### src/design/dpm_pkg.sv
// package: constants, register map and mode types for the power mode controller
package dpm_pkg;
    localparam int ADDR_W = 4;
    localparam int DATA_W = 32;
    localparam int NUM_CORES = 2;
    localparam int SRAM_BLK_W = 4;
    // register indices (word addresses)
    localparam logic [ADDR_W-1:0] POWER_CONTROL_ADDR = 4'h0;
    localparam logic [ADDR_W-1:0] HIBERNATE_CONTROL_ADDR = 4'h1;
    localparam logic [ADDR_W-1:0] WAKE_MASK_ADDR = 4'h2;
    localparam logic [ADDR_W-1:0] DEEP_CONFIG_ADDR = 4'h3;
    localparam logic [ADDR_W-1:0] STATUS_ADDR = 4'h4;
    // power_control_reg fields
    localparam int PC_REDUCED_BIT = 0;
    localparam int PC_READY_BIT = 1;
    // hibernate_control_reg fields
    localparam int HIB_REQ_BIT = 31;
    localparam int HIB_DISABLE_BIT = 30;
    // deep config fields
    localparam int DC_BOTH_WAKE_BIT = 0;
    localparam int DC_LS_CLK_BIT = 1;
    localparam int DC_LS_PERIPH_BIT = 2;
    localparam int DC_EXT_PERIPH_BIT = 3;
    localparam int DC_SRAM_LSB = 4;
    // status fields
    localparam int ST_SYS_LSB = 0;
    localparam int ST_CORE0_LSB = 2;
    localparam int ST_CORE1_LSB = 4;
    // regulator targets
    localparam logic [1:0] VTARGET_FULL = 2'h1;
    localparam logic [1:0] VTARGET_REDUCED = 2'h2;
    localparam logic [1:0] VTARGET_OFF = 2'h0;
    localparam logic [DATA_W-1:0] UNMAPPED_READ = 32'h0000_0000;

    typedef enum logic [1:0] {
        DPM_SYS_FULL,
        DPM_SYS_REDUCED,
        DPM_SYS_DEEP,
        DPM_SYS_HIB
    } dpm_sys_t;

    typedef enum logic [1:0] {
        DPM_CORE_ACTIVE,
        DPM_CORE_SLEEP,
        DPM_CORE_DEEP
    } dpm_core_t;
endpackage

### src/design/dpm_power_mode_ctrl.sv
// system and per-core power mode controller for a dual-core device
//
// Operation
// - reset starts in full-performance mode
// - reset and wakeup make core active
// - core sleep gates that core's clock
// - each core sleeps independently
// - interrupt wakes only cores masking it in
// - mode switch changes regulator voltage target
// - no flash writes in reduced-voltage mode
// - deep sleep needs both cores requesting
// - wait for ready flag, then enter automatically
// - hibernate bit set turns deep into hibernate
// - deep sleep stops high-speed clocks
// - clockless/external-clock peripherals may keep running
// - low-speed interrupts wake from deep sleep
// - woken core active, other stays deep
// - wakeup restores prior full/reduced mode
// - optional wake of both cores together
// - debugger blocks system deep, core sleeps
// - hibernate only by register write from run
// - hibernate freezes pins, wakeup resets device
//
// Limitations
// - only the woken core leaves deep, unless wake-both
// - hibernate ends only by the reset it requests
// - reset request repeats while wake stays high
// - hibernate disable is write-once until reset
// - a debugger on either core holds a run mode
// - flash writes only in full-performance mode
// - wake masks: NUM_IRQ bits per core, at 0 and 16
// - masks wider than 16 bits would overlap
// - bus never waits; read data next cycle
// - ready flag is written, not sensed
// - status word is read-only
// - flash allow is a permission only
//
// Chosen here: the placing of the registers and the plain strobed port.
`timescale 1ns/100ps
module dpm_power_mode_ctrl #(
    parameter int NUM_IRQ = 8,
    parameter int SRAM_BLOCKS = 8
) (
    // clock and reset
    input wire logic clk_in,
    input wire logic reset_n_in,
    // register port
    input wire logic [dpm_pkg::ADDR_W-1:0] reg_addr_in,
    input wire logic [dpm_pkg::DATA_W-1:0] reg_wdata_in,
    input wire logic reg_write_in,
    input wire logic reg_read_in,
    output logic [dpm_pkg::DATA_W-1:0] reg_rdata_out,
    // core side: wait-for-interrupt with deep-sleep select bit
    input wire logic [dpm_pkg::NUM_CORES-1:0] core_wait_in,
    input wire logic [dpm_pkg::NUM_CORES-1:0] deep_sleep_select_bit_in,
    input wire logic [dpm_pkg::NUM_CORES-1:0] debug_attached_in,
    // interrupt sources
    input wire logic [NUM_IRQ-1:0] periph_irq_in,
    input wire logic [NUM_IRQ-1:0] deep_wake_capable_in,
    input wire logic hib_wake_in,
    // clock and power controls
    output logic [dpm_pkg::NUM_CORES-1:0] core_clk_en_out,
    output logic [dpm_pkg::NUM_CORES-1:0] core_wake_out,
    output logic [1:0] regulator_target_out,
    output logic flash_write_allow_out,
    output logic high_speed_clk_en_out,
    output logic low_speed_clk_en_out,
    output logic low_speed_periph_en_out,
    output logic ext_clock_periph_en_out,
    output logic [SRAM_BLOCKS-1:0] sram_retain_out,
    output logic pin_freeze_out,
    output logic device_reset_req_out,
    output logic [1:0] sys_mode_out
);
    import dpm_pkg::*;

    // ----------------------------------------------------------------
    // state layout
    // ----------------------------------------------------------------
    // one struct: one next-state process, one register

    typedef struct packed {
        // mode machines
        dpm_sys_t sys;
        // run mode to return to after deep sleep
        logic prior_reduced;
        dpm_core_t [NUM_CORES-1:0] core;

        // software fields
        logic reduced_reg;
        logic ready_reg;
        logic hib_req_reg;
        logic hib_disable_reg;
        logic both_wake_reg;
        logic ls_clk_reg;
        logic ls_periph_reg;
        logic ext_periph_reg;
        logic [SRAM_BLK_W-1:0] sram_blocks_reg;
        logic [NUM_CORES-1:0][NUM_IRQ-1:0] wake_mask_reg;

        // registered outputs
        logic [DATA_W-1:0] rdata;
        logic [NUM_CORES-1:0] clk_en;
        logic [NUM_CORES-1:0] wake;
        logic [1:0] vtarget;
        logic flash_ok;
        logic hs_clk;
        logic ls_clk;
        logic ls_periph;
        logic ext_periph;
        logic [SRAM_BLOCKS-1:0] sram;
        logic freeze;
        logic dev_reset;
    } dpm_state_t;

    dpm_state_t state_reg;
    dpm_state_t state_next;

    // ----------------------------------------------------------------
    // helpers
    // ----------------------------------------------------------------
    // lowest n blocks stay retained
    // counts above SRAM_BLOCKS retain all
    function automatic logic [SRAM_BLOCKS-1:0] dpm_thermo(input logic [SRAM_BLK_W-1:0] n);
        logic [SRAM_BLOCKS-1:0] m;
        m = '0;
        for (int i = 0; i < SRAM_BLOCKS; i++) begin
            m[i] = (i < int'(n));
        end
        return m;
    endfunction

    // full-performance or reduced-voltage
    function automatic logic dpm_run_mode(input dpm_sys_t s);
        return (s == DPM_SYS_FULL) || (s == DPM_SYS_REDUCED);
    endfunction

    // ----------------------------------------------------------------
    // wake decode
    // ----------------------------------------------------------------
    // deep wake: only sources alive without fast clocks
    // a pending masked irq also blocks deep entry

    logic [NUM_CORES-1:0] irq_hit;
    logic [NUM_CORES-1:0] deep_hit;
    logic any_debug;
    logic all_deep;

    always_comb begin
        for (int c = 0; c < NUM_CORES; c++) begin
            irq_hit[c] = |(periph_irq_in & state_reg.wake_mask_reg[c]);
            deep_hit[c] = |(periph_irq_in & deep_wake_capable_in
                            & state_reg.wake_mask_reg[c]);
        end
        any_debug = |debug_attached_in;
        all_deep = 1'b1;
        for (int c = 0; c < NUM_CORES; c++) begin
            all_deep = all_deep && (state_reg.core[c] == DPM_CORE_DEEP);
        end
    end

    // ----------------------------------------------------------------
    // next-state logic
    // ----------------------------------------------------------------
    always_comb begin
        state_next = state_reg;
        state_next.rdata = '0;
        state_next.wake = '0;
        state_next.dev_reset = 1'b0;

        // --------------------
        // register writes
        // --------------------
        // unmapped addresses change nothing
        if (reg_write_in) begin
            if (reg_addr_in == POWER_CONTROL_ADDR) begin
                state_next.reduced_reg = reg_wdata_in[PC_REDUCED_BIT];
                state_next.ready_reg = reg_wdata_in[PC_READY_BIT];
            end else if (reg_addr_in == HIBERNATE_CONTROL_ADDR) begin
                // disable bit is write-once until reset
                if (!state_reg.hib_disable_reg) begin
                    state_next.hib_disable_reg = reg_wdata_in[HIB_DISABLE_BIT];
                end
                state_next.hib_req_reg = reg_wdata_in[HIB_REQ_BIT];
            end else if (reg_addr_in == WAKE_MASK_ADDR) begin
                for (int c = 0; c < NUM_CORES; c++) begin
                    state_next.wake_mask_reg[c] = reg_wdata_in[c*16 +: NUM_IRQ];
                end
            end else if (reg_addr_in == DEEP_CONFIG_ADDR) begin
                state_next.both_wake_reg = reg_wdata_in[DC_BOTH_WAKE_BIT];
                state_next.ls_clk_reg = reg_wdata_in[DC_LS_CLK_BIT];
                state_next.ls_periph_reg = reg_wdata_in[DC_LS_PERIPH_BIT];
                state_next.ext_periph_reg = reg_wdata_in[DC_EXT_PERIPH_BIT];
                state_next.sram_blocks_reg = reg_wdata_in[DC_SRAM_LSB +: SRAM_BLK_W];
            end
        end

        // --------------------
        // register reads, data in the following cycle
        // --------------------
        // zero otherwise, so slaves can be ORed
        if (reg_read_in) begin
            if (reg_addr_in == POWER_CONTROL_ADDR) begin
                state_next.rdata[PC_REDUCED_BIT] = state_reg.reduced_reg;
                state_next.rdata[PC_READY_BIT] = state_reg.ready_reg;
            end else if (reg_addr_in == HIBERNATE_CONTROL_ADDR) begin
                state_next.rdata[HIB_REQ_BIT] = state_reg.hib_req_reg;
                state_next.rdata[HIB_DISABLE_BIT] = state_reg.hib_disable_reg;
            end else if (reg_addr_in == WAKE_MASK_ADDR) begin
                for (int c = 0; c < NUM_CORES; c++) begin
                    state_next.rdata[c*16 +: NUM_IRQ] = state_reg.wake_mask_reg[c];
                end
            end else if (reg_addr_in == DEEP_CONFIG_ADDR) begin
                state_next.rdata[DC_BOTH_WAKE_BIT] = state_reg.both_wake_reg;
                state_next.rdata[DC_LS_CLK_BIT] = state_reg.ls_clk_reg;
                state_next.rdata[DC_LS_PERIPH_BIT] = state_reg.ls_periph_reg;
                state_next.rdata[DC_EXT_PERIPH_BIT] = state_reg.ext_periph_reg;
                state_next.rdata[DC_SRAM_LSB +: SRAM_BLK_W] = state_reg.sram_blocks_reg;
            end else if (reg_addr_in == STATUS_ADDR) begin
                state_next.rdata[ST_SYS_LSB +: 2] = state_reg.sys;
                state_next.rdata[ST_CORE0_LSB +: 2] = state_reg.core[0];
                state_next.rdata[ST_CORE1_LSB +: 2] = state_reg.core[1];
            end else begin
                state_next.rdata = UNMAPPED_READ;
            end
        end

        // --------------------
        // system mode machine
        // --------------------
        case (state_reg.sys)
            DPM_SYS_FULL, DPM_SYS_REDUCED: begin
                // run mode follows the reduced-voltage select bit
                state_next.sys = state_reg.reduced_reg ? DPM_SYS_REDUCED : DPM_SYS_FULL;
                // per-core sleep handling, each core on its own
                for (int c = 0; c < NUM_CORES; c++) begin
                    case (state_reg.core[c])
                        // wait with select bit asks for deep
                        DPM_CORE_ACTIVE: begin
                            if (core_wait_in[c]) begin
                                // a debugger turns deep requests into plain sleep
                                if (deep_sleep_select_bit_in[c] && !any_debug) begin
                                    state_next.core[c] = DPM_CORE_DEEP;
                                end else begin
                                    state_next.core[c] = DPM_CORE_SLEEP;
                                end
                            end
                        end
                        default: begin
                            // sleep or run-mode deep: any masked irq
                            if (irq_hit[c]) begin
                                state_next.core[c] = DPM_CORE_ACTIVE;
                                state_next.wake[c] = 1'b1;
                            end
                        end
                    endcase
                end
                // both cores deep, system ready and no debugger
                if (all_deep && !any_debug && state_reg.ready_reg
                        && !irq_hit[0] && !irq_hit[1]) begin
                    state_next.prior_reduced = state_reg.reduced_reg;
                    // hibernate only from a run mode via the written request bit
                    if (state_reg.hib_req_reg && !state_reg.hib_disable_reg) begin
                        state_next.sys = DPM_SYS_HIB;
                    end else begin
                        state_next.sys = DPM_SYS_DEEP;
                    end
                end
            end
            DPM_SYS_DEEP: begin
                // only deep-capable sources reach the cores
                if (|deep_hit) begin
                    // return to whichever run mode was left
                    state_next.sys = state_reg.prior_reduced ? DPM_SYS_REDUCED
                                                             : DPM_SYS_FULL;
                    for (int c = 0; c < NUM_CORES; c++) begin
                        if (deep_hit[c] || state_reg.both_wake_reg) begin
                            state_next.core[c] = DPM_CORE_ACTIVE;
                            state_next.wake[c] = 1'b1;
                        end
                    end
                end
            end
            DPM_SYS_HIB: begin
                // wake pins, reset pin, comparator, watchdog, alarm: full reset
                // no exit here: the reset clears the state
                if (hib_wake_in) begin
                    state_next.dev_reset = 1'b1;
                end
            end
            default: begin
                state_next.sys = DPM_SYS_FULL;
            end
        endcase

        // --------------------
        // derived outputs from the coming state
        // --------------------
        // from state_next, so they switch with the mode
        for (int c = 0; c < NUM_CORES; c++) begin
            state_next.clk_en[c] = (state_next.core[c] == DPM_CORE_ACTIVE);
        end
        // regulator off in deep sleep and hibernate
        state_next.vtarget = VTARGET_OFF;
        if (state_next.sys == DPM_SYS_FULL) begin
            state_next.vtarget = VTARGET_FULL;
        end else if (state_next.sys == DPM_SYS_REDUCED) begin
            state_next.vtarget = VTARGET_REDUCED;
        end
        state_next.flash_ok = (state_next.sys == DPM_SYS_FULL);
        state_next.hs_clk = dpm_run_mode(state_next.sys);
        // low-speed domain runs in deep only if enabled
        state_next.ls_clk = dpm_run_mode(state_next.sys)
            || ((state_next.sys == DPM_SYS_DEEP) && state_reg.ls_clk_reg);
        state_next.ls_periph = dpm_run_mode(state_next.sys)
            || ((state_next.sys == DPM_SYS_DEEP) && state_reg.ls_periph_reg);
        state_next.ext_periph = dpm_run_mode(state_next.sys)
            || ((state_next.sys == DPM_SYS_DEEP) && state_reg.ext_periph_reg);
        // in hibernate nothing is retained or clocked
        if (state_next.sys == DPM_SYS_HIB) begin
            state_next.sram = '0;
        end else if (state_next.sys == DPM_SYS_DEEP) begin
            state_next.sram = dpm_thermo(state_reg.sram_blocks_reg);
        end else begin
            state_next.sram = '1;
        end
        state_next.freeze = (state_next.sys == DPM_SYS_HIB);
    end

    // ----------------------------------------------------------------
    // state register
    // ----------------------------------------------------------------
    // reset values are the full-performance run state
    always_ff @(posedge clk_in or negedge reset_n_in) begin
        if (!reset_n_in) begin
            state_reg <= '0;
            state_reg.sys <= DPM_SYS_FULL;
            for (int c = 0; c < NUM_CORES; c++) begin
                state_reg.core[c] <= DPM_CORE_ACTIVE;
            end
            state_reg.clk_en <= '1;
            state_reg.vtarget <= VTARGET_FULL;
            state_reg.flash_ok <= 1'b1;
            state_reg.hs_clk <= 1'b1;
            state_reg.ls_clk <= 1'b1;
            state_reg.ls_periph <= 1'b1;
            state_reg.ext_periph <= 1'b1;
            state_reg.sram <= '1;
        end else begin
            state_reg <= state_next;
        end
    end

    // ----------------------------------------------------------------
    // outputs, straight from the state flops
    // ----------------------------------------------------------------

    assign reg_rdata_out = state_reg.rdata;
    assign core_clk_en_out = state_reg.clk_en;
    assign core_wake_out = state_reg.wake;
    assign regulator_target_out = state_reg.vtarget;
    assign flash_write_allow_out = state_reg.flash_ok;
    assign high_speed_clk_en_out = state_reg.hs_clk;
    assign low_speed_clk_en_out = state_reg.ls_clk;
    assign low_speed_periph_en_out = state_reg.ls_periph;
    assign ext_clock_periph_en_out = state_reg.ext_periph;
    assign sram_retain_out = state_reg.sram;
    assign pin_freeze_out = state_reg.freeze;
    assign device_reset_req_out = state_reg.dev_reset;
    assign sys_mode_out = state_reg.sys;
endmodule

### config.mk
export PLATFORM = sky130hd
export DESIGN_NAME = dpm_power_mode_ctrl
export DESIGN_NICKNAME = d
export VERILOG_FILES = /design/src/design/dpm_pkg.sv /design/src/design/dpm_power_mode_ctrl.sv
export SDC_FILE = /design/constraint.sdc
export NUM_CORES = 1
export LEC_CHECK = 0
export BUFFER_PORTS_ARGS = -buffer_cell sky130_fd_sc_hd__buf_2
export CORE_ASPECT_RATIO = 2
export CORE_MARGIN = 4
export CORE_UTILIZATION = 35
export DETAILED_ROUTE_END_ITERATION = 6
export GPL_ROUTABILITY_DRIVEN = 0
export GPL_TIMING_DRIVEN = 1
export HOLD_SLACK_MARGIN = 0.08
export PLACE_DENSITY_LB_ADDON = 0.2
export SLEW_MARGIN = 25
export SYNTH_ARGS = -nofsm -noshare
export SYNTH_HDL_FRONTEND = slang
export SYNTH_SLANG_ARGS = --single-unit
### constraint.sdc
create_clock -name clk_in -period 1.83 [get_ports clk_in]
set_input_delay 0 -clock clk_in [delete_from_list [all_inputs] [get_ports clk_in]]
set_output_delay 0 -clock clk_in [all_outputs]
set_load 0.05 [all_outputs]
After elaboration in Yosys (flattened, before gate mapping):

Cells that the tools add are included.

* input port bits: 63
* bits in registers: 88
* word-level logic and storage cells: 145

* $lt $le $gt $ge: 8
* bitwise operators: 8
* equal/unequal tests: 12
* reductions and logical operators: 40
* multiplexer cells: 50

Operators by type and width (number)
* $mux W26: 5
* $mux W30: 2
* $mux W8: 7
* $and A8 B8 Y8: 5
* $mux W2: 16
* $mux W32: 1
* $reduce_or A8 Y1: 4
* $mux W24: 1
* $lt A3 B4 Y1 const A: 4
* $reduce_or A16 Y1: 1
* $eq A2 B2 Y1 const B: 6
* $logic_not A2 Y1: 6
* $mux W1: 12
* $logic_and A1 B1 Y1: 11
* $eq A4 B2 Y1 const B: 2
* $lt A1 B4 Y1 const A: 2
* $lt A2 B4 Y1 const A: 2
* $pmux W2 S2: 2
* $pmux W4 S2: 1
* $logic_or A1 B1 Y1: 6
* $mux W6: 1
* $reduce_and A5 Y1: 1
* $eq A2 B1 Y1 const B: 2
* $eq A4 B1 Y1 const B: 1
* other kinds (10): 17

Longest topological paths before layout:

* depth after elaboration: 11
* depth in mapped cells: 8

Least setup slack after synthesis:

OpenSTA, ideal clock, no wires.

* path type: register -> register
* from: register state_reg[66] (netlist bit)
* to: register state_reg, in the netlist sram_retain_out[5]
* slack: 0.140 ns
* required time: 1.761 ns
* cell stages (with the launch flop): 9
* period minus slack after synthesis: 1.690 ns
* arrival time: 1.621 ns
* setup time: 0.069 ns
* cells stage by stage: dfrtp_1 > and3_1 > a31oi_1 > and4_1 > buf_6 > a21boi_2 > o32a_2 > buf_6 > o21ai_2

RTL lines
* start: declaration: line dpm_power_mode_ctrl.sv:116 `dpm_state_t state_reg;`
* start signal: assignment: line dpm_power_mode_ctrl.sv:350 `state_reg <= state_next;`

==> key figures <==
Final layout
  • Area growth, synth to finish: 29.6%
  • Share of cells above drive strength 1: 0.419
  • # fillers: 967
  • Ant. Diodes: 0
  • Most frequent cells in the layout: buf_2, dfrtp_1, dlygate4sd3_1
  • Number of flip-flops in the largest register: 33
  • Commonest non-fill, non-tap cell in the layout: buf_2
  • Nets: 497
  • Finished Layout Cells: 574

Clocking
  • CTS Buffer Depth: 2
  • CTS clk-pin slew, worst paths: 60 ps
  • Clock sinks: 73
  • CTS Buf Count: 9
  • Clock Latency Late Sink: 330 ps
  • TritonCTS clock tree: built
  • Clock Tree Root: clkbuf_16
  • # H-tree levels: 3

Detailed routing
  • Via count: 2,753
  • DRC Markers: 0
  • Vias per cell: 4.80
  • Wire per inst: 16.6 um
  • DR iter-0 viols: 109
  • DR pass1 iterations: 4
  • Routed Antenna Nets: 0
  • Post-Route WL: 9550 um

Die
  • Rows: 52
  • Placeable Area: 10,100 um2
  • Die ar.: 12,100 um2
  • Die width: 79.8 um
  • Starting density of the core: 0.357
  • # IOs: 118
  • Die Span Y: 152 um

Timing
  • Crit path time final: 1800 ps
  • Period utilization: 0.981
  • RSZ-0062 raised after global routing: yes
  • Final number of setup-violating endpoints: 0
  • Clock skew: 5.94 ps
  • F_max: 557 MHz
  • Total Neg Setup Slack: 0 ps
  • Fin. max-slew vios: 0
  • Final Hold Fails: 0
  • Post-route setup slack: 34.9 ps
  • Min Hold Slack: 136 ps

Pwr
  • Total Power: 0.00516 W
  • Leak: 2.23 nW
  • PD cells: 1100 nW/um2
  • VDD IR max: 0.493 mV

Logic synthesis
  • Mean post-synth cell area: 10.9 um2
  • Post-Syn Area: 3600 um2
  • Yosys cell types: 43
  • Synth Instances: 330
  • Yosys reg bits: 73
  • EDFF count, synth: 0
  • Register area share after synthesis: 0.512
  • Async SR Flop Fraction: 1.00
  • Synth Flop Type: dfrtp_1
  • YS warnings: 0

Global routing
  • Maximum number of pins on one net before global-route repair: 74
  • Total track usage: 0.166
  • Number of global-route vias before repair: 2,850
  • First-pass GRT wire length: 14,800 um
  • Grt ovf: 0
  • Initial antenna violation count: 0

Placement
  • PortBufs: 89
  • Post-DP HPWL: 7220 um
  • Pre-CTS setup slack: -5.52 ps
  • Placed insts: 528

Critical path
  • Critical path class: register to register
  • Worst setup SP type: register
  • Reg2reg setup slack: 30 ps
  • Crit path DAT: 2060 ps
  • Crit. End Element: register
  • CP max FO: 6
  • Required time of the critical path: 2100 ps

Worst hold path
  • Worst min path class: input pin to register

Outcome
  • Outcome: finished clean

Flow run
  • Max cap viols: 0
critical path, stage by stage, from the launching register on:
cell and delay (ps):
dfrtp_1 410, and3_1 170, a31oi_1 160, and4_1 250, a21boi_2 80, o32a_4 370, buf_12 150, o21ai_2 130
final cells by class:
cell class | count | area (um2) | share of cell area
well taps | 135 | 169 | 0.0362
repair buffers | 141 | 941 | 0.201
multi-input cells | 202 | 1360 | 0.291
clock inverters | 5 | 77.6 | 0.0166
clock buffers | 11 | 253 | 0.0541
inverters | 7 | 26.3 | 0.00562
flip-flops and latches | 73 | 1850 | 0.395
Yosys cell counts (8+ instances only):
cell	instances	area share
dfrtp_1	58	0.40
buf_4	49	0.10
nor2_1	24	0.025
mux2_2	23	0.072
nand2_1	19	0.020
dfstp_2	15	0.11
and2_1	13	0.023
a21oi_1	11	0.015
o21ai_0	10	0.014
a22oi_1	9	0.019
o21ai_2	9	0.022
a32oi_1	8	0.019
mux2i_1	8	0.022
stage by stage:
step,util,area [um2]
final,0.463,4670
after global placement,0.400,4030
after CTS,0.461,4650
after detailed placement,0.400,4030
after floorplan,-,3650
after global routing,0.463,4670
report_power, final:
group	total [W]	internal, W	switching [W]
sequential	0.00205	0.00184	0.000212
combinational	0.00117	0.000475	0.000699
clock	0.00193	0.00126	0.000669
total	0.00516	0.00358	0.00158
worst paths after layout:
path	startpoint	endpoint	cells past startpoint
max reg2reg	state_reg[61]	sram_retain_out[5]	7
min reg2reg	state_reg[73]	ext_clock_periph_en_out	2
max in group asynchronous	reset_n_in	sram_retain_out[1]	3
max	state_reg[61]	sram_retain_out[5]	7
min in group asynchronous	reset_n_in	reg_rdata_out[20]	3
min	core_wait_in[1]	core_clk_en_out[1]	4
repair_timing:
| action | CTS | global route |
|---|---|---|
| hold buffers | 27 | 0 |
| setup buffers | 0 | 3 |
| endpoints found under the hold margin | 107 | 0 |
| gates resized for setup | 2 | 2 |
| setup endpoints to repair | 9 | 15 |
| pin swaps | 0 | 1 |
logic make-up (layout without fill, tap and decap cells):
group	Yosys count	count (layout)	share of synthesized area
simple gates	89	89	0.130
flops	73	73	0.512
compound gates	68	68	0.134
buf+inv	68	164	0.128
mux	31	31	0.0941
other cells	1	14	0.00104
metal layers:
metal	vias up	wire length, um	GRT usage
met2	86	5440	0.310
met3	12	406	0.0325
li1	1312	-	-
met4	0	222	0.0728
met1	1343	3480	0.176
met5	-	0	0
No activity file was read; power rests on OpenSTA's default activity.
